[src/hw/stp_pkg.sv]
// Constants for the system tick prescaler chain.
// Assumes an AXI4-Lite master and a 20 MHz system clock.
// Functional notes
// - One instruction cycle is four clocks; slow arithmetic takes sixteen clocks.
// - Instruction cycle length is fixed at four clocks, never selectable.
// - Microsecond tick divides system clock by us_divisor plus one.
// - With pwm_clk_select clear, the microsecond tick is the PWM input clock.
// - Selected PWM input clock is divided by the PWM period registers plus one.
// - Flash-write clock period is (flash_timing_ctrl[3:0]+1)*5 microsecond ticks.
// - Millisecond tick divides system clock by 16-bit ms divisor plus one.
// - Millisecond interrupt needs ms_irq_enable and aux_irq_global_enable both set.
// - Millisecond interrupt fires every interval plus one millisecond ticks.
// - Interval write with bit 7 set loads at once, else at expiry.
// - Hundred-millisecond tick after tenth_second_divisor plus one millisecond ticks.
// - Hundred-millisecond tick is driven out on the tenth_second_tick port.
// - Millisecond tick is also the flash erase time base.
package stp_pkg;
    // Register indices; the byte address is the index times four
    localparam logic [7:0] ADDR_MS_IRQ_INTERVAL_IDX = 8'hfa;
    localparam logic [7:0] ADDR_US_DIVISOR_IDX = 8'hfb;
    localparam logic [7:0] ADDR_MS_DIVISOR_LOW_IDX = 8'hfc;
    localparam logic [7:0] ADDR_MS_DIVISOR_HIGH_IDX = 8'hfd;
    localparam logic [7:0] ADDR_TENTH_SECOND_DIVISOR_IDX = 8'hfe;
    localparam logic [7:0] ADDR_FLASH_TIMING_CTRL_IDX = 8'he0;
    localparam logic [7:0] ADDR_PWM_CONTROL_IDX = 8'he1;
    localparam logic [7:0] ADDR_PWM_PERIOD_LOW_IDX = 8'he2;
    localparam logic [7:0] ADDR_PWM_PERIOD_HIGH_IDX = 8'he3;
    localparam logic [7:0] ADDR_AUX_IRQ_ENABLE_IDX = 8'he4;
    localparam logic [7:0] ADDR_EXT_IRQ_CONTROL_IDX = 8'he5;
    localparam logic [7:0] ADDR_TICK_STATUS_IDX = 8'he6;
    localparam int ADDR_W = 10;
    // Field positions
    localparam int PWM_CLK_SELECT_BIT = 3;
    localparam int MS_IRQ_ENABLE_BIT = 4;
    localparam int AUX_IRQ_GLOBAL_ENABLE_BIT = 5;
    localparam int MS_IRQ_LOAD_NOW_BIT = 7;
    localparam int FLASH_TIMING_MSB = 3;
    // Reset values
    localparam logic [7:0] REG_RESET = 8'h00;
    localparam logic [7:0] US_DIVISOR_RESET = 8'h13;
    localparam logic [15:0] MS_DIVISOR_RESET = 16'h4e1f;
    localparam logic [7:0] TENTH_RESET = 8'h63;
    // Instruction cycle timing
    localparam logic [1:0] INSN_PHASE_LAST = 2'h3;
    localparam int CLOCKS_PER_INSN = 4;
    localparam int SLOW_OP_CLOCKS = 16;
    localparam logic [2:0] FLASH_MULT_LAST = 3'h4;
    // AXI responses
    localparam logic [1:0] RESP_OKAY = 2'h0;
    localparam logic [1:0] RESP_SLVERR = 2'h2;
endpackage : stp_pkg

[src/hw/stp_divider.sv]
// Wrapping up-counter that pulses on terminal count.
// Assumes the enclosing block supplies the count enable and divisor.
`timescale 1ns/1ps
module stp_divider #(
    parameter int W = 8
) (
    // Clock and control
    input wire logic aclk,
    input wire logic aresetn,
    input wire logic ce,
    // Count input and divisor
    input wire logic step,
    input wire logic [W-1:0] divisor,
    // Tick out
    output logic tick
);
    logic [W-1:0] cnt_reg;
    logic [W-1:0] cnt_next;
    logic tick_reg;
    logic tick_next;

    // Count up to divisor, then wrap and pulse
    always_comb begin
        cnt_next = cnt_reg;
        tick_next = 1'b0;
        if (step) begin
            if (cnt_reg >= divisor) begin
                cnt_next = '0;
                tick_next = 1'b1;
            end else begin
                cnt_next = cnt_reg + 1'b1;
            end
        end
    end

    // State registers
    always_ff @(posedge aclk) begin
        if (!aresetn) begin
            cnt_reg <= '0;
            tick_reg <= 1'b0;
        end else if (ce) begin
            cnt_reg <= cnt_next;
            tick_reg <= tick_next;
        end
    end

    assign tick = tick_reg;
endmodule : stp_divider

[src/hw/stp_top.sv]
// System tick prescaler chain with AXI4-Lite register access.
// Assumes one synchronous 20 MHz clock and an AXI4-Lite master.
`timescale 1ns/1ps
module stp_top (
    // Clock, reset, enable
    input wire logic aclk,
    input wire logic aresetn,
    input wire logic clk_en,
    // AXI4-Lite write
    input wire logic [stp_pkg::ADDR_W-1:0] s_axi_awaddr,
    input wire logic s_axi_awvalid,
    output logic s_axi_awready,
    input wire logic [31:0] s_axi_wdata,
    input wire logic [3:0] s_axi_wstrb,
    input wire logic s_axi_wvalid,
    output logic s_axi_wready,
    output logic [1:0] s_axi_bresp,
    output logic s_axi_bvalid,
    input wire logic s_axi_bready,
    // AXI4-Lite read
    input wire logic [stp_pkg::ADDR_W-1:0] s_axi_araddr,
    input wire logic s_axi_arvalid,
    output logic s_axi_arready,
    output logic [31:0] s_axi_rdata,
    output logic [1:0] s_axi_rresp,
    output logic s_axi_rvalid,
    input wire logic s_axi_rready,
    // Tick outputs
    output logic insn_strobe,
    output logic us_tick,
    output logic pwm_clk,
    output logic flash_write_clk,
    output logic flash_erase_tick,
    output logic tenth_second_tick,
    output logic ms_irq
);
    import stp_pkg::*;

    // Decode a byte address into a register index
    function automatic logic [7:0] reg_index(input logic [ADDR_W-1:0] a);
        reg_index = a[ADDR_W-1:2];
    endfunction : reg_index

    // Register file
    logic [7:0] ms_irq_interval_reg, ms_irq_interval_next;
    logic [7:0] us_divisor_reg, us_divisor_next;
    logic [15:0] ms_divisor_reg, ms_divisor_next;
    logic [7:0] tenth_second_divisor_reg, tenth_second_divisor_next;
    logic [7:0] flash_timing_ctrl_reg, flash_timing_ctrl_next;
    logic [7:0] pwm_control_reg, pwm_control_next;
    logic [15:0] pwm_period_reg, pwm_period_next;
    logic [7:0] aux_irq_enable_reg, aux_irq_enable_next;
    logic [7:0] ext_irq_control_reg, ext_irq_control_next;
    logic [6:0] ms_pending_reg, ms_pending_next;
    logic pending_valid_reg, pending_valid_next;
    // Bus state; both ready signals pulse for one clock from flops
    logic wr_ready_reg, wr_ready_next;
    logic ar_ready_reg, ar_ready_next;
    logic bvalid_reg, bvalid_next;
    logic [1:0] bresp_reg, bresp_next;
    logic rvalid_reg, rvalid_next;
    logic [31:0] rdata_reg, rdata_next;
    logic [1:0] rresp_reg, rresp_next;
    logic wr_fire;
    logic wr_hit;
    logic [7:0] wr_idx;
    logic [7:0] rd_idx;
    // Tick chain state
    logic [1:0] insn_phase_reg, insn_phase_next;
    logic [2:0] flash_mult_reg, flash_mult_next;
    logic [6:0] ms_irq_cnt_reg, ms_irq_cnt_next;
    logic ms_irq_reg, ms_irq_next;
    logic insn_reg, insn_next;
    logic us_out_reg, ms_out_reg, tenth_out_reg;
    logic pwm_out_reg, flash_out_reg;
    logic us_raw, ms_raw, tenth_raw, pwm_raw, flash_raw;
    logic flash_step;
    logic ms_expire;
    logic pwm_src;

    // Write path: ready rises once address and data are both offered
    assign wr_fire = wr_ready_reg && s_axi_awvalid && s_axi_wvalid;
    assign wr_idx = reg_index(s_axi_awaddr);
    assign rd_idx = reg_index(s_axi_araddr);
    always_comb begin
        wr_ready_next = 1'b0;
        bvalid_next = bvalid_reg;
        bresp_next = bresp_reg;
        if (wr_fire) begin
            bvalid_next = 1'b1;
            bresp_next = wr_hit ? RESP_OKAY : RESP_SLVERR;
        end else if (bvalid_reg && s_axi_bready) begin
            bvalid_next = 1'b0;
        end else if (!bvalid_reg && !wr_ready_reg) begin
            wr_ready_next = s_axi_awvalid && s_axi_wvalid;
        end
    end

    // Read path: ready pulse, then one-cycle register read, SLVERR when unmapped
    always_comb begin
        ar_ready_next = 1'b0;
        rvalid_next = rvalid_reg;
        rdata_next = rdata_reg;
        rresp_next = rresp_reg;
        if (ar_ready_reg && s_axi_arvalid) begin
            rvalid_next = 1'b1;
            rresp_next = RESP_OKAY;
            rdata_next = 32'h0000_0000;
            unique case (rd_idx)
                ADDR_MS_IRQ_INTERVAL_IDX: rdata_next[6:0] = ms_irq_interval_reg[6:0];
                ADDR_US_DIVISOR_IDX: rdata_next[7:0] = us_divisor_reg;
                ADDR_MS_DIVISOR_LOW_IDX: rdata_next[7:0] = ms_divisor_reg[7:0];
                ADDR_MS_DIVISOR_HIGH_IDX: rdata_next[7:0] = ms_divisor_reg[15:8];
                ADDR_TENTH_SECOND_DIVISOR_IDX: rdata_next[7:0] = tenth_second_divisor_reg;
                ADDR_FLASH_TIMING_CTRL_IDX: rdata_next[7:0] = flash_timing_ctrl_reg;
                ADDR_PWM_CONTROL_IDX: rdata_next[7:0] = pwm_control_reg;
                ADDR_PWM_PERIOD_LOW_IDX: rdata_next[7:0] = pwm_period_reg[7:0];
                ADDR_PWM_PERIOD_HIGH_IDX: rdata_next[7:0] = pwm_period_reg[15:8];
                ADDR_AUX_IRQ_ENABLE_IDX: rdata_next[7:0] = aux_irq_enable_reg;
                ADDR_EXT_IRQ_CONTROL_IDX: rdata_next[7:0] = ext_irq_control_reg;
                ADDR_TICK_STATUS_IDX: rdata_next[7:0] = {ms_irq_cnt_reg, ms_irq_reg};
                default: rresp_next = RESP_SLVERR;
            endcase
        end else if (rvalid_reg && s_axi_rready) begin
            rvalid_next = 1'b0;
        end else if (!rvalid_reg && !ar_ready_reg) begin
            ar_ready_next = s_axi_arvalid;
        end
    end

    // Register writes; interval write picks immediate or deferred load
    always_comb begin
        ms_irq_interval_next = ms_irq_interval_reg;
        us_divisor_next = us_divisor_reg;
        ms_divisor_next = ms_divisor_reg;
        tenth_second_divisor_next = tenth_second_divisor_reg;
        flash_timing_ctrl_next = flash_timing_ctrl_reg;
        pwm_control_next = pwm_control_reg;
        pwm_period_next = pwm_period_reg;
        aux_irq_enable_next = aux_irq_enable_reg;
        ext_irq_control_next = ext_irq_control_reg;
        ms_pending_next = ms_pending_reg;
        pending_valid_next = pending_valid_reg;
        wr_hit = 1'b1;
        if (ms_expire && pending_valid_reg) begin
            ms_irq_interval_next = {1'b0, ms_pending_reg};
            pending_valid_next = 1'b0;
        end
        if (wr_fire && s_axi_wstrb[0]) begin
            unique case (wr_idx)
                ADDR_MS_IRQ_INTERVAL_IDX: begin
                    if (s_axi_wdata[MS_IRQ_LOAD_NOW_BIT]) begin
                        ms_irq_interval_next = {1'b0, s_axi_wdata[6:0]};
                        pending_valid_next = 1'b0;
                    end else begin
                        ms_pending_next = s_axi_wdata[6:0];
                        pending_valid_next = 1'b1;
                    end
                end
                ADDR_US_DIVISOR_IDX: us_divisor_next = s_axi_wdata[7:0];
                ADDR_MS_DIVISOR_LOW_IDX: ms_divisor_next[7:0] = s_axi_wdata[7:0];
                ADDR_MS_DIVISOR_HIGH_IDX: ms_divisor_next[15:8] = s_axi_wdata[7:0];
                ADDR_TENTH_SECOND_DIVISOR_IDX: tenth_second_divisor_next = s_axi_wdata[7:0];
                ADDR_FLASH_TIMING_CTRL_IDX: flash_timing_ctrl_next = s_axi_wdata[7:0];
                ADDR_PWM_CONTROL_IDX: pwm_control_next = s_axi_wdata[7:0];
                ADDR_PWM_PERIOD_LOW_IDX: pwm_period_next[7:0] = s_axi_wdata[7:0];
                ADDR_PWM_PERIOD_HIGH_IDX: pwm_period_next[15:8] = s_axi_wdata[7:0];
                ADDR_AUX_IRQ_ENABLE_IDX: aux_irq_enable_next = s_axi_wdata[7:0];
                ADDR_EXT_IRQ_CONTROL_IDX: ext_irq_control_next = s_axi_wdata[7:0];
                ADDR_TICK_STATUS_IDX: wr_hit = 1'b0;
                default: wr_hit = 1'b0;
            endcase
        end else if (wr_fire) begin
            wr_hit = 1'b0;
        end
    end

    // Instruction strobe every four clocks, no other length offered
    always_comb begin
        insn_phase_next = insn_phase_reg + 2'h1;
        insn_next = (insn_phase_reg == INSN_PHASE_LAST);
    end

    // Divider chain
    stp_divider #(.W(8)) u_us (
        .aclk(aclk), .aresetn(aresetn), .ce(clk_en),
        .step(1'b1), .divisor(us_divisor_reg), .tick(us_raw)
    );
    stp_divider #(.W(16)) u_ms (
        .aclk(aclk), .aresetn(aresetn), .ce(clk_en),
        .step(1'b1), .divisor(ms_divisor_reg), .tick(ms_raw)
    );
    stp_divider #(.W(8)) u_tenth (
        .aclk(aclk), .aresetn(aresetn), .ce(clk_en),
        .step(ms_raw), .divisor(tenth_second_divisor_reg), .tick(tenth_raw)
    );
    // PWM source: microsecond tick when select clear, else system clock
    assign pwm_src = pwm_control_reg[PWM_CLK_SELECT_BIT] ? 1'b1 : us_raw;
    stp_divider #(.W(16)) u_pwm (
        .aclk(aclk), .aresetn(aresetn), .ce(clk_en),
        .step(pwm_src), .divisor(pwm_period_reg), .tick(pwm_raw)
    );
    // Flash write: times-five prescale then field-plus-one
    assign flash_step = us_raw && (flash_mult_reg == FLASH_MULT_LAST);
    stp_divider #(.W(4)) u_flash (
        .aclk(aclk), .aresetn(aresetn), .ce(clk_en),
        .step(flash_step), .divisor(flash_timing_ctrl_reg[FLASH_TIMING_MSB:0]),
        .tick(flash_raw)
    );

    // Times-five prescale and millisecond interrupt interval
    assign ms_expire = ms_raw && (ms_irq_cnt_reg >= ms_irq_interval_reg[6:0]);
    always_comb begin
        flash_mult_next = flash_mult_reg;
        if (us_raw) begin
            flash_mult_next = (flash_mult_reg == FLASH_MULT_LAST) ? 3'h0 : flash_mult_reg + 3'h1;
        end
        ms_irq_cnt_next = ms_irq_cnt_reg;
        if (ms_expire) begin
            ms_irq_cnt_next = 7'h00;
        end else if (ms_raw) begin
            ms_irq_cnt_next = ms_irq_cnt_reg + 7'h01;
        end
        ms_irq_next = ms_expire && aux_irq_enable_reg[MS_IRQ_ENABLE_BIT]
            && ext_irq_control_reg[AUX_IRQ_GLOBAL_ENABLE_BIT];
    end

    // All registers
    always_ff @(posedge aclk) begin
        if (!aresetn) begin
            ms_irq_interval_reg <= REG_RESET;
            us_divisor_reg <= US_DIVISOR_RESET;
            ms_divisor_reg <= MS_DIVISOR_RESET;
            tenth_second_divisor_reg <= TENTH_RESET;
            flash_timing_ctrl_reg <= REG_RESET;
            pwm_control_reg <= REG_RESET;
            pwm_period_reg <= 16'h0000;
            aux_irq_enable_reg <= REG_RESET;
            ext_irq_control_reg <= REG_RESET;
            ms_pending_reg <= 7'h00;
            pending_valid_reg <= 1'b0;
            wr_ready_reg <= 1'b0;
            ar_ready_reg <= 1'b0;
            bvalid_reg <= 1'b0;
            bresp_reg <= RESP_OKAY;
            rvalid_reg <= 1'b0;
            rdata_reg <= 32'h0000_0000;
            rresp_reg <= RESP_OKAY;
            insn_phase_reg <= 2'h0;
            insn_reg <= 1'b0;
            flash_mult_reg <= 3'h0;
            ms_irq_cnt_reg <= 7'h00;
            ms_irq_reg <= 1'b0;
            us_out_reg <= 1'b0;
            ms_out_reg <= 1'b0;
            tenth_out_reg <= 1'b0;
            pwm_out_reg <= 1'b0;
            flash_out_reg <= 1'b0;
        end else if (clk_en) begin
            ms_irq_interval_reg <= ms_irq_interval_next;
            us_divisor_reg <= us_divisor_next;
            ms_divisor_reg <= ms_divisor_next;
            tenth_second_divisor_reg <= tenth_second_divisor_next;
            flash_timing_ctrl_reg <= flash_timing_ctrl_next;
            pwm_control_reg <= pwm_control_next;
            pwm_period_reg <= pwm_period_next;
            aux_irq_enable_reg <= aux_irq_enable_next;
            ext_irq_control_reg <= ext_irq_control_next;
            ms_pending_reg <= ms_pending_next;
            pending_valid_reg <= pending_valid_next;
            wr_ready_reg <= wr_ready_next;
            ar_ready_reg <= ar_ready_next;
            bvalid_reg <= bvalid_next;
            bresp_reg <= bresp_next;
            rvalid_reg <= rvalid_next;
            rdata_reg <= rdata_next;
            rresp_reg <= rresp_next;
            insn_phase_reg <= insn_phase_next;
            insn_reg <= insn_next;
            flash_mult_reg <= flash_mult_next;
            ms_irq_cnt_reg <= ms_irq_cnt_next;
            ms_irq_reg <= ms_irq_next;
            us_out_reg <= us_raw;
            ms_out_reg <= ms_raw;
            tenth_out_reg <= tenth_raw;
            pwm_out_reg <= pwm_raw;
            flash_out_reg <= flash_raw;
        end
    end

    // Bus and tick outputs, all from flops
    assign s_axi_awready = wr_ready_reg;
    assign s_axi_wready = wr_ready_reg;
    assign s_axi_bvalid = bvalid_reg;
    assign s_axi_bresp = bresp_reg;
    assign s_axi_arready = ar_ready_reg;
    assign s_axi_rvalid = rvalid_reg;
    assign s_axi_rdata = rdata_reg;
    assign s_axi_rresp = rresp_reg;
    assign insn_strobe = insn_reg;
    assign us_tick = us_out_reg;
    assign pwm_clk = pwm_out_reg;
    assign flash_write_clk = flash_out_reg;
    assign flash_erase_tick = ms_out_reg;
    assign tenth_second_tick = tenth_out_reg;
    assign ms_irq = ms_irq_reg;
endmodule : stp_top

[config.mk]
export PLATFORM = sky130hd
export DESIGN_NAME = stp_top
export DESIGN_NICKNAME = d
export VERILOG_FILES = /design/src/hw/stp_pkg.sv /design/src/hw/stp_divider.sv /design/src/hw/stp_top.sv
export SDC_FILE = /design/constraint.sdc
export NUM_CORES = 1
export LEC_CHECK = 0
export ABC_CLOCK_PERIOD_IN_PS = 2500
export BUFFER_PORTS_ARGS = -buffer_cell sky130_fd_sc_hd__buf_2
export CAP_MARGIN = 20
export CORE_MARGIN = 2
export CORE_UTILIZATION = 60
export CTS_CLUSTER_DIAMETER = 30
export DETAILED_ROUTE_END_ITERATION = 10
export MAX_ROUTING_LAYER = met4
export PLACE_DENSITY = 0.81
export SYNTH_ARGS = -nofsm -noshare
export SYNTH_HDL_FRONTEND = slang
export SYNTH_HIERARCHICAL = 1
export SYNTH_SLANG_ARGS = --single-unit
[constraint.sdc]
create_clock -name aclk -period 2.5 [get_ports aclk]
set_input_delay 0.25 -clock aclk [delete_from_list [all_inputs] [get_ports aclk]]
set_output_delay 0.25 -clock aclk [all_outputs]
set_load 0.02 [all_outputs]
==> results of run 1 <==
==> cells by family after synthesis <==
| group | count (synthesis) | synth area share (%) |
|---|---|---|
| compound gates | 197 | 13.6 |
| xor+xnor | 49 | 4.14 |
| fa+ha+maj | 68 | 8.20 |
| buf+inv | 170 | 7.50 |
| flops | 185 | 35.7 |
| mux | 80 | 8.23 |
| other cells | 2 | 0.0724 |
| simple gates | 441 | 22.6 |
==> cells in the final DEF, fill, tap and decap left out, types with 5 or more instances in the layout <==
| cell type | count |
|---|---|
| a31oi_1 | 16 |
| dfxtp_1 | 185 |
| nor3_2 | 7 |
| mux2i_1 | 73 |
| nand4_1 | 30 |
| and2_1 | 10 |
| o211ai_1 | 6 |
| nor2b_1 | 8 |
| nor4_4 | 5 |
| buf_2 | 54 |
| conb_1 | 31 |
| xor2_1 | 37 |
| o21bai_1 | 5 |
| and4_1 | 5 |
| o221a_1 | 7 |
| inv_1 | 80 |
| xnor2_1 | 12 |
| a21oi_1 | 51 |
| nand3_1 | 40 |
| nand2_1 | 122 |
| and3_1 | 16 |
| clkbuf_16 | 17 |
| nor2_2 | 5 |
| o21a_1 | 6 |
| nand2b_1 | 10 |
| nor2_1 | 131 |
| buf_4 | 24 |
| o21ai_0 | 36 |
| ha_1 | 68 |
| o22ai_1 | 7 |
| a22oi_1 | 14 |
==> metrics by stage <==
step	utilization, %	instance area [sq um]
2_1_floorplan	-	10500
3_3_place_gp	62.9	10800
3_5_place_dp	62.9	10800
4_1_cts	66.5	11400
5_1_grt	66.6	11400
6_report	66.6	11400
==> where the power goes <==
| group | internal [uW] | leakage [uW] | total, uW | switching [uW] |
|---|---|---|---|---|
| clock | 1720 | 0.000307 | 2880 | 1150 |
| sequential | 2960 | 0.00149 | 2970 | 13.2 |
| combinational | 107 | 0.00273 | 397 | 290 |
==> critical path, stage by stage (launching register included) <==
cell	delay [ns]
dfxtp_1	0.43
inv_1	0.07
ha_1	0.26
nand2b_1	0.14
a211o_1	0.28
a221oi_1	0.39
o21bai_1	0.31
o221a_1	0.31
==> per-layer routing <==
metal  part of all wire [%]  wire length, um  track usage, %  vias to the layer above
met4                    3.4              931            14.1                        0
li1                       -                -               -                     4198
met3                    7.8             2130            6.21                       69
met2                     46            12500            48.8                      364
met5                      0                0               -                        -
met1                     43            11800            39.6                     4174
==> final cells by class <==
| type | instances | area (sq um) | share of cell area, % |
|---|---|---|---|
| inverter | 81 | 304 | 2.67 |
| clock inverter | 11 | 169 | 1.48 |
| antenna | 1 | 2.50 | 0.0220 |
| clock buffer | 20 | 457 | 4.01 |
| multi-input combinational | 866 | 6010 | 52.7 |
| timing repair buffer | 79 | 470 | 4.13 |
| sequential | 185 | 3700 | 32.5 |
| tap | 225 | 282 | 2.47 |
==> worst max-delay path by stage <==
stage / to / slack (ns) / depth (start not counted)
floorplan: ms_irq_interval_reg[0] / 0.39 / 7
global placement: ms_irq_interval_reg[6] / 0.29 / 7
detailed placement: ms_irq_interval_reg[5] / 0.25 / 7
CTS: ms_irq_interval_reg[5] / 0.23 / 7
global route: ms_irq_interval_reg[1] / 0.13 / 7
finish: ms_irq_interval_reg[5] / 0.21 / 7
==> impl_metrics.ini, run 1 <==
[outcome]
status = finished clean

[logic_synthesis]
synth_enable_flop_cells = 0
synth_largest_type_area_fraction_pct = 35.7
synthTopCellsByArea = dfxtp_1 36%, ha_1 8.2%, mux2i_1 7.0%
post_synth_instance_area_sq_mm = 0.0104
ys.flop_type = dfxtp_1
synthDominantAreaCellType = dfxtp_1
synth_cell_type_count = 85
syn-instance-count = 1192
synth_commonest_cells = 185 x dfxtp_1, 131 x nor2_1, 122 x nand2_1
synth_seq_area_share_pct = 35.7
synth_async_sr_flop_share_pct = 0
ys_warn_count = 6
yosysMostFrequentCell = dfxtp_1
number_of_flip_flops_and_latches_in_the_synthesized_netlist = 185
syn-mean-instance-area_sq_um = 8.71

[global_routing]
grt_antenna_before_repair = 1
grt_start_max_net_pins = 81
first_pass_grt_wire_length_um = 43600
grt_overflow_total = 0
grt.total_usage_pct = 31.3
grt_pass1_vias = 8401

[detailed_routing]
avg_wl_per_cell_um = 18.7
wirelength_um = 27400
detail_route.vias_per_cell = 6.00
count_of_unresolved_drc_violations_after_routing = 0
detailedRoute.firstPassIterationCount = 6
num_vias = 8805
drt_iter0_markers = 824
drt.antenna.violating_nets = 0

[sta]
slew_violations = 0
worst_margin_slew_ns = 0.964
setup_ws_ns = 0.205
finalSetupViolCount = 0
final_min_period_over_clock_period_pct = 91.8
count_of_final_hold_check_violations = 0
skew_ns = 0.00795
rsz0062_at_grt = false
worst_hold_slack_across_all_endpoints_ns = 0.116
layout_min_cycle_time_ns = 2.29
timing.slew.headroom_pct = 35.6
fmax_mhz = 436
tns_ns = 0

[placement]
numPortBuffers = 54
dp_cells = 1436
pre_cts_ws_ns = 0.251
gp_congestion = 0.993
hpwlAfterDp_um = 19300

[die]
chipHeight_um = 136
die_w_um = 136
num_rows = 48
initial_standard_cell_utilization_of_the_core_pct = 60.6
fp.dieArea_sq_mm = 0.0184
io-pin-count = 112
core_area_sq_mm = 0.0171

[worst_setup_path]
criticalPathCategory = reg -> reg
crit_path_start_kind = flip-flop
timing.critical_path.fanout_max = 7
cp.arrival_ns = 2.61
endpoint_kind = flip-flop
timing.critical_path.from = ms_irq_cnt_reg[0]
crit-reg2reg-capture = ms_irq_interval_reg[5]
internal_reg_to_reg_setup_slack_ns = 0.21
cp_data_required_time_ns = 2.82
reg2reg_from = ms_irq_cnt_reg[0]
timing.reg2reg.worst_path_depth = 7

[clocking]
cts_sinks = 185
cts-htree-levels = 4
cts_setup_buffers = 0
postCtsHoldBufs = 0
tritoncts = done
clock_latency_ns = 0.43
clockBufferDepth = 2
count_of_instances_resized_after_the_clock_tree_is_built = 0
clk_root_buffer_cell = clkbuf_16
cts_inserted_buffers = 17
clk_pin_slew_ns = 0.07

[hold_path]
holdCritPathClass = in -> reg
min-delay-start = s_axi_awvalid
min_delay_worst_endpoint = s_axi_awready
holdPathStages = 3

[power]
design_power_total_uw = 6250
leakage_component_of_the_power_uw = 0.00453
power.density_mw_per_mm2 = 548
ir_worst_vdd_mv = 0.490

[layout]
final_nets = 1362
fillCellCount = 1370
proportion_of_layout_cells_with_a_drive_suffix_above_1_pct = 13.8
area.growth.synth_to_final_pct = 9.78
final_cell_count_no_fill = 1468

[job]
drv_cap = 0
(Power assumes the default switching activity.)
==> run 2, diff against run 1 <==
Settings changed: CORE_UTILIZATION 60 to 59, SYNTH_HIERARCHICAL 1 to default.
==> run 2 against run 1 <==
- wire length is 13% lower
- clock skew is 0.0020 ns higher
- maximum frequency is 2.9% higher
- non-clock buffer count is 3 lower
- die area is 6.8% lower
- global-route usage is 1.6 points lower
- synthesized area is 8.5% lower
- clock power is 6% lower
- via count is 7.1% lower
- register-to-register slack better by 0.06 ns
- clock-buffer cell count is 2 higher
- sequential power hardly changed
- critical endpoint is now u_tenth.cnt_reg[1]
- largest power group unchanged
- highest routed layer unchanged
==> impl_metrics.ini, run 2 <==
[sta]
timing.slew.headroom_pct = 58.1
fmax_mhz = 448
tns_ns = 0
rsz0062_at_grt = false
layout_min_cycle_time_ns = 2.23
final_min_period_over_clock_period_pct = 89.3
finalSetupViolCount = 0
count_of_final_hold_check_violations = 0
slew_violations = 0
worst_margin_slew_ns = 0.627
skew_ns = 0.00998

[clocking]
clock_latency_ns = 0.44
clk_pin_slew_ns = 0.07
cts_sinks = 185
cts_inserted_buffers = 17
clockBufferDepth = 2
clk_root_buffer_cell = clkbuf_16
tritoncts = done
cts-htree-levels = 4

[layout]
diode_count = 0
final_cell_mix = 185 x dfxtp_1, 112 x nor2_1, 105 x nand3_1
mostFrequentLayoutCell = dfxtp_1
final_nets = 1294
proportion_of_layout_cells_with_a_drive_suffix_above_1_pct = 10.5
layout.cell_area.non_filler_sq_mm = 0.0105
final_cell_count_no_fill = 1391
area.growth.synth_to_final_pct = 10.4

[logic_synthesis]
synth_commonest_cells = 185 x dfxtp_1, 112 x nor2_1, 105 x nand3_1
synth_seq_area_share_pct = 39.0
post_synth_instance_area_sq_mm = 0.00949
number_of_flip_flops_and_latches_in_the_synthesized_netlist = 185
synthTopCellsByArea = dfxtp_1 39%, ha_1 9.0%, mux2i_1 5.7%
synth_async_sr_flop_share_pct = 0
synth_cell_type_count = 64
yosysMostFrequentCell = dfxtp_1
ys.flop_type = dfxtp_1
synth_largest_type_area_fraction_pct = 39.0
ys_warn_count = 0
syn-mean-instance-area_sq_um = 8.49
synth_enable_flop_cells = 0
syn-instance-count = 1118
synthDominantAreaCellType = dfxtp_1

[power]
power_frac_seq_pct = 49.2
power_switching_share_pct = 23.9
p_int_uw = 4640
pwr-share-clk_pct = 44.6
leakage_component_of_the_power_uw = 0.00444
ir_worst_vdd_mv = 0.537
switchingPower_uw = 1460
pwr-share-comb_pct = 6.3
power.density_mw_per_mm2 = 582

[detailed_routing]
detail_route.vias_per_cell = 5.88
wirelength_um = 23900
drt.antenna.violating_nets = 0
count_of_unresolved_drc_violations_after_routing = 0
drt_iter0_markers = 644
detailedRoute.firstPassIterationCount = 6
num_vias = 8183
avg_wl_per_cell_um = 17.2

[worst_setup_path]
crit_path_start_kind = flip-flop
criticalPathCategory = reg -> reg
cp.arrival_ns = 2.60
crit-reg2reg-capture = u_tenth.cnt_reg[1]
cp_data_required_time_ns = 2.87
timing.reg2reg.worst_path_depth = 8
reg2reg_from = u_tenth.cnt_reg[0]
internal_reg_to_reg_setup_slack_ns = 0.27
timing.critical_path.fanout_max = 8
endpoint_kind = flip-flop

[die]
io-pin-count = 112
core_area_sq_mm = 0.0158
num_rows = 46
initial_standard_cell_utilization_of_the_core_pct = 60.0
fp.dieArea_sq_mm = 0.0171
die_w_um = 131
chipHeight_um = 131

[outcome]
status = finished clean

[placement]
dp_cells = 1359
hpwlAfterDp_um = 17300
numPortBuffers = 54
placed_cell_area_sq_mm = 0.00989
gp_congestion = 0.947

[hold_path]
holdCritPathClass = in -> reg
holdPathStages = 3
min-delay-start = s_axi_awvalid
min_delay_worst_endpoint = s_axi_awready

[global_routing]
first_pass_grt_wire_length_um = 38100
grt_overflow_total = 0
grt.total_usage_pct = 29.7
grt_start_max_net_pins = 47
grt_pass1_vias = 7592
grt_antenna_before_repair = 0

[job]
drv_cap = 0
run 2: kinds of logic after synthesis:
group	count (synthesis)	synth area share, %
and+or+nand+nor	391	19.5
AOI/OAI and AO/OA	220	14.6
DFF	185	39.0
buffers and inverters	144	7.00
adders and majority gates	68	8.96
muxes	56	6.05
xor gates and xnor gates	53	4.89
other	1	0.0395
run 2: timing repair:
item / CTS / global route
setup buffers: 0 / 0
hold buffers: 0 / 0
endpoints found under the setup margin: 0 / 7
resized for setup: 0 / 1
run 2: through the flow:
step	util, %	setup WS (ns)	total power (uW)	hold WS, ns
after floorplan	-	0.446	3330	0.375
after global placement	62.5	0.259	3430	0.448
after detailed placement	62.5	0.226	3440	0.456
after CTS	66.2	0.205	6120	0.100
after global routing	66.2	0.0929	6270	0.126
final	66.2	0.269	6100	0.114
run 2: layout make-up:
type / instances / area (sq um)
repair buffers: 76 / 438
inverters: 68 / 255
multi-input cells: 814 / 5230
flip-flops and latches: 185 / 3700
fillers: 1312 / 5350
clock buffers: 22 / 474
clock inverters: 10 / 114
well taps: 216 / 270
run 2: worst max path at each step:
| stage | start | to | depth (start not counted) |
|---|---|---|---|
| 4_1_cts | ms_irq_cnt_reg[0] | ms_irq_interval_reg[6] | 8 |
| 5_1_grt | u_tenth.cnt_reg[0] | u_tenth.cnt_reg[1] | 8 |
| 3_3_place_gp | ms_irq_cnt_reg[0] | ms_irq_interval_reg[2] | 8 |
| 2_1_floorplan | ms_irq_cnt_reg[0] | ms_irq_interval_reg[0] | 9 |
| 6_report | u_tenth.cnt_reg[0] | u_tenth.cnt_reg[1] | 8 |
| 3_5_place_dp | ms_irq_cnt_reg[0] | ms_irq_interval_reg[3] | 8 |
run 2: power groups by stage:
| stage | Combinational, uW | Clock, uW | Sequential (uW) |
|---|---|---|---|
| 2_1_floorplan | 270 | 0 | 3060 |
| 6_report | 382 | 2720 | 3000 |
| 3_3_place_gp | 364 | 0 | 3070 |
| 5_1_grt | 413 | 2860 | 3000 |
| 4_1_cts | 375 | 2750 | 3000 |
| 3_5_place_dp | 373 | 0 | 3070 |
run 2: worst max-delay path, cell delays in order, from the launching register on:
cell      delay [ns]
dfxtp_1         0.43
inv_1           0.08
ha_1            0.26
nand2b_1        0.15
a21o_1          0.17
a211o_1         0.29
a221oi_1        0.33
o21ai_1         0.26
a21oi_1         0.19
run 2: routing by layer:
| metal | wire (um) | track usage (%) |
|---|---|---|
| met1 | 10400 | 38.2 |
| met2 | 10900 | 46.3 |
| met3 | 1920 | 6.43 |
| met4 | 639 | 10.6 |
| met5 | 0 | - |
==> run 3, diff against run 2 <==
Settings changed: ABC_CLOCK_PERIOD_IN_PS 2500 to 2700, CORE_UTILIZATION 59 to 60, GPL_TIMING_DRIVEN from default to 0, PLACE_DENSITY 0.81 to 0.82.
Clock period 2.5 ns to 2.7 ns, I/O delays scaled along.
==> run 3 against run 2 <==
- sequential share of layout area down 0.88 points
- via count up 4.7%
- largest power group unchanged
- worst setup slack worse by 0.0086 ns
- first-iteration DRC count up 46%
- highest routed layer unchanged
- clock power about the same
- non-clock buffer count up 50
- register-to-register slack about the same
- largest cell class unchanged
==> impl_metrics.ini, run 3 (synthesized netlist as in run 2, its figures left out) <==
[outcome]
status = finished clean

[worst_setup_path]
endpoint_kind = flip-flop
crit-reg2reg-capture = ms_irq_interval_reg[3]
criticalPathCategory = reg -> reg
reg2reg_from = ms_irq_cnt_reg[0]
internal_reg_to_reg_setup_slack_ns = 0.26
timing.reg2reg.worst_path_depth = 9
crit_family = compound AO/OA/AOI/OAI gates
timing.critical_path.fanout_max = 7
cp.arrival_ns = 2.82
worst_path_buf_inv = 2
crit_path_start_kind = flip-flop
critical_path.cell_chain = inv_1 -> ha_1 -> nand2b_1 -> a211oi_1 -> o21bai_1 -> a41oi_2 -> or3b_1 -> clkbuf_1 -> o221a_2
cp_data_required_time_ns = 3.08
cp_slowest_stage_delay_ns = 0.43
critical-path-slowest-cell = dfxtp_1

[clocking]
clockBufferDepth = 2
clk_root_buffer_cell = clkbuf_16
tritoncts = done
cts-htree-levels = 4
cts_inserted_buffers = 17
count_of_instances_resized_after_the_clock_tree_is_built = 0
clock_latency_ns = 0.44
postCtsHoldBufs = 0
clk_pin_slew_ns = 0.07
cts_setup_buffers = 0
cts_sinks = 185

[die]
core_area_sq_mm = 0.0153
num_rows = 45
io-pin-count = 112
chipHeight_um = 130
die_w_um = 130
initial_standard_cell_utilization_of_the_core_pct = 62.0
fp.dieArea_sq_mm = 0.0168

[detailed_routing]
num_vias = 8567
wirelength_um = 27500
drt_iter0_markers = 938
detail_route.vias_per_cell = 5.97
detailedRoute.firstPassIterationCount = 6
drt.antenna.violating_nets = 0
avg_wl_per_cell_um = 19.2
count_of_unresolved_drc_violations_after_routing = 0

[layout]
proportion_of_layout_cells_with_a_drive_suffix_above_1_pct = 11.1
final_cell_count_no_fill = 1434
final_nets = 1344
mostFrequentLayoutCell = dfxtp_1
diode_count = 0
fillCellCount = 1261
final_cell_mix = 185 x dfxtp_1, 112 x nor2_1, 105 x nand3_1
multi_input_area_sq_mm = 0.00523
post-route-util_pct = 70.2
ff_latch_area_sq_mm = 0.00370
area.growth.synth_to_final_pct = 13.2
layout.cell_area.non_filler_sq_mm = 0.0108

[power]
ir_worst_vdd_mv = 0.468
power.density_mw_per_mm2 = 548
leakage_component_of_the_power_uw = 0.00456

[hold_path]
min-delay-start = s_axi_rready
min_delay_worst_endpoint = s_axi_rvalid
holdCritPathClass = in -> reg
holdPathStages = 4

[sta]
fmax_mhz = 410
worst_margin_slew_ns = 0.855
final_min_period_over_clock_period_pct = 90.4
worst_hold_slack_across_all_endpoints_ns = 0.138
finalSetupViolCount = 0
skew_ns = 0.00763
slew_violations = 0
rsz0062_at_grt = false
tns_ns = 0
layout_min_cycle_time_ns = 2.44
count_of_final_hold_check_violations = 0
timing.slew.headroom_pct = 43.0

[global_routing]
grt_most_used_layer = met2
first_pass_grt_wire_length_um = 42700
grt_util_met1_pct = 43.0
grt_use_met3_pct = 5.78
grt_antenna_before_repair = 0
grt_overflow_total = 0
grt_pass1_vias = 7962
global_route.usage.met2_pct = 56.1
grt_start_max_net_pins = 17
grt.total_usage_pct = 34.5

[placement]
placed_cell_area_sq_mm = 0.0101
numPortBuffers = 50
hpwlAfterDp_um = 20100
dp_cells = 1404
gp_congestion = 1.01

[job]
drv_cap = 0
==> run 3: changes by cell type in the layout (fill, tap and decap cells not counted), sizes merged <==
| cell | delta |
|---|---|
| bufinv | +2 |
| clkinv | -2 |
| clkbuf | +28 |
| clkinvlp | +2 |
| buf | +20 |
| inv | -2 |
==> run 3: cell type report <==
cell class                 count  share of cell area [%]
clock buffer                  20                    4.34
inverter                      68                    2.37
tap                          211                    2.46
timing repair buffer          50                    2.33
buffer                        76                    3.81
clock inverter                10                    1.56
sequential                   185                    34.5
multi-input combinational    814                    48.7
==> run 3: through the flow <==
stage / setup WS [ns] / total power (uW)
2_1_floorplan: 0.646 / 3090
3_3_place_gp: 0.211 / 3220
3_5_place_dp: 0.145 / 3230
4_1_cts: 0.0602 / 5870
5_1_grt: 0.0752 / 6020
6_report: 0.260 / 5890
==> run 3: how the worst max path moves through the flow <==
stage                            start                     end  slack [ns]  depth (start not counted)
finish               ms_irq_cnt_reg[0]  ms_irq_interval_reg[3]        0.26                          9
global route           u_ms.cnt_reg[0]        u_ms.cnt_reg[11]        0.08                          9
CTS                    u_ms.cnt_reg[0]        u_ms.cnt_reg[11]        0.06                          9
detailed placement  ms_divisor_reg[14]        u_ms.cnt_reg[11]        0.14                          8
global placement     ms_irq_cnt_reg[0]  ms_irq_interval_reg[3]        0.21                          8
floorplan            ms_irq_cnt_reg[0]  ms_irq_interval_reg[0]        0.65                          9
==> run 3: power breakdown <==
part | switching (uW) | total, uW | internal [uW]
logic | 279 | 405 | 126
registers | 29.8 | 2780 | 2750
clock network | 1090 | 2710 | 1620
total | 1400 | 5890 | 4500
==> run 3: routing by layer <==
metal	part of all wire (%)	up-vias
li1	-	4060
met1	40	4011
met2	47	405
met3	8.9	91
met4	4.0	0
met5	0	-
==> run 3: tightest hold or removal path: cells and delay by family <==
family / cells / cell delay [ns]
and+or+nand+nor: 2 / 0.12
buffers and inverters: 1 / 0.09
AOI/OAI and AO/OA: 1 / 0.06
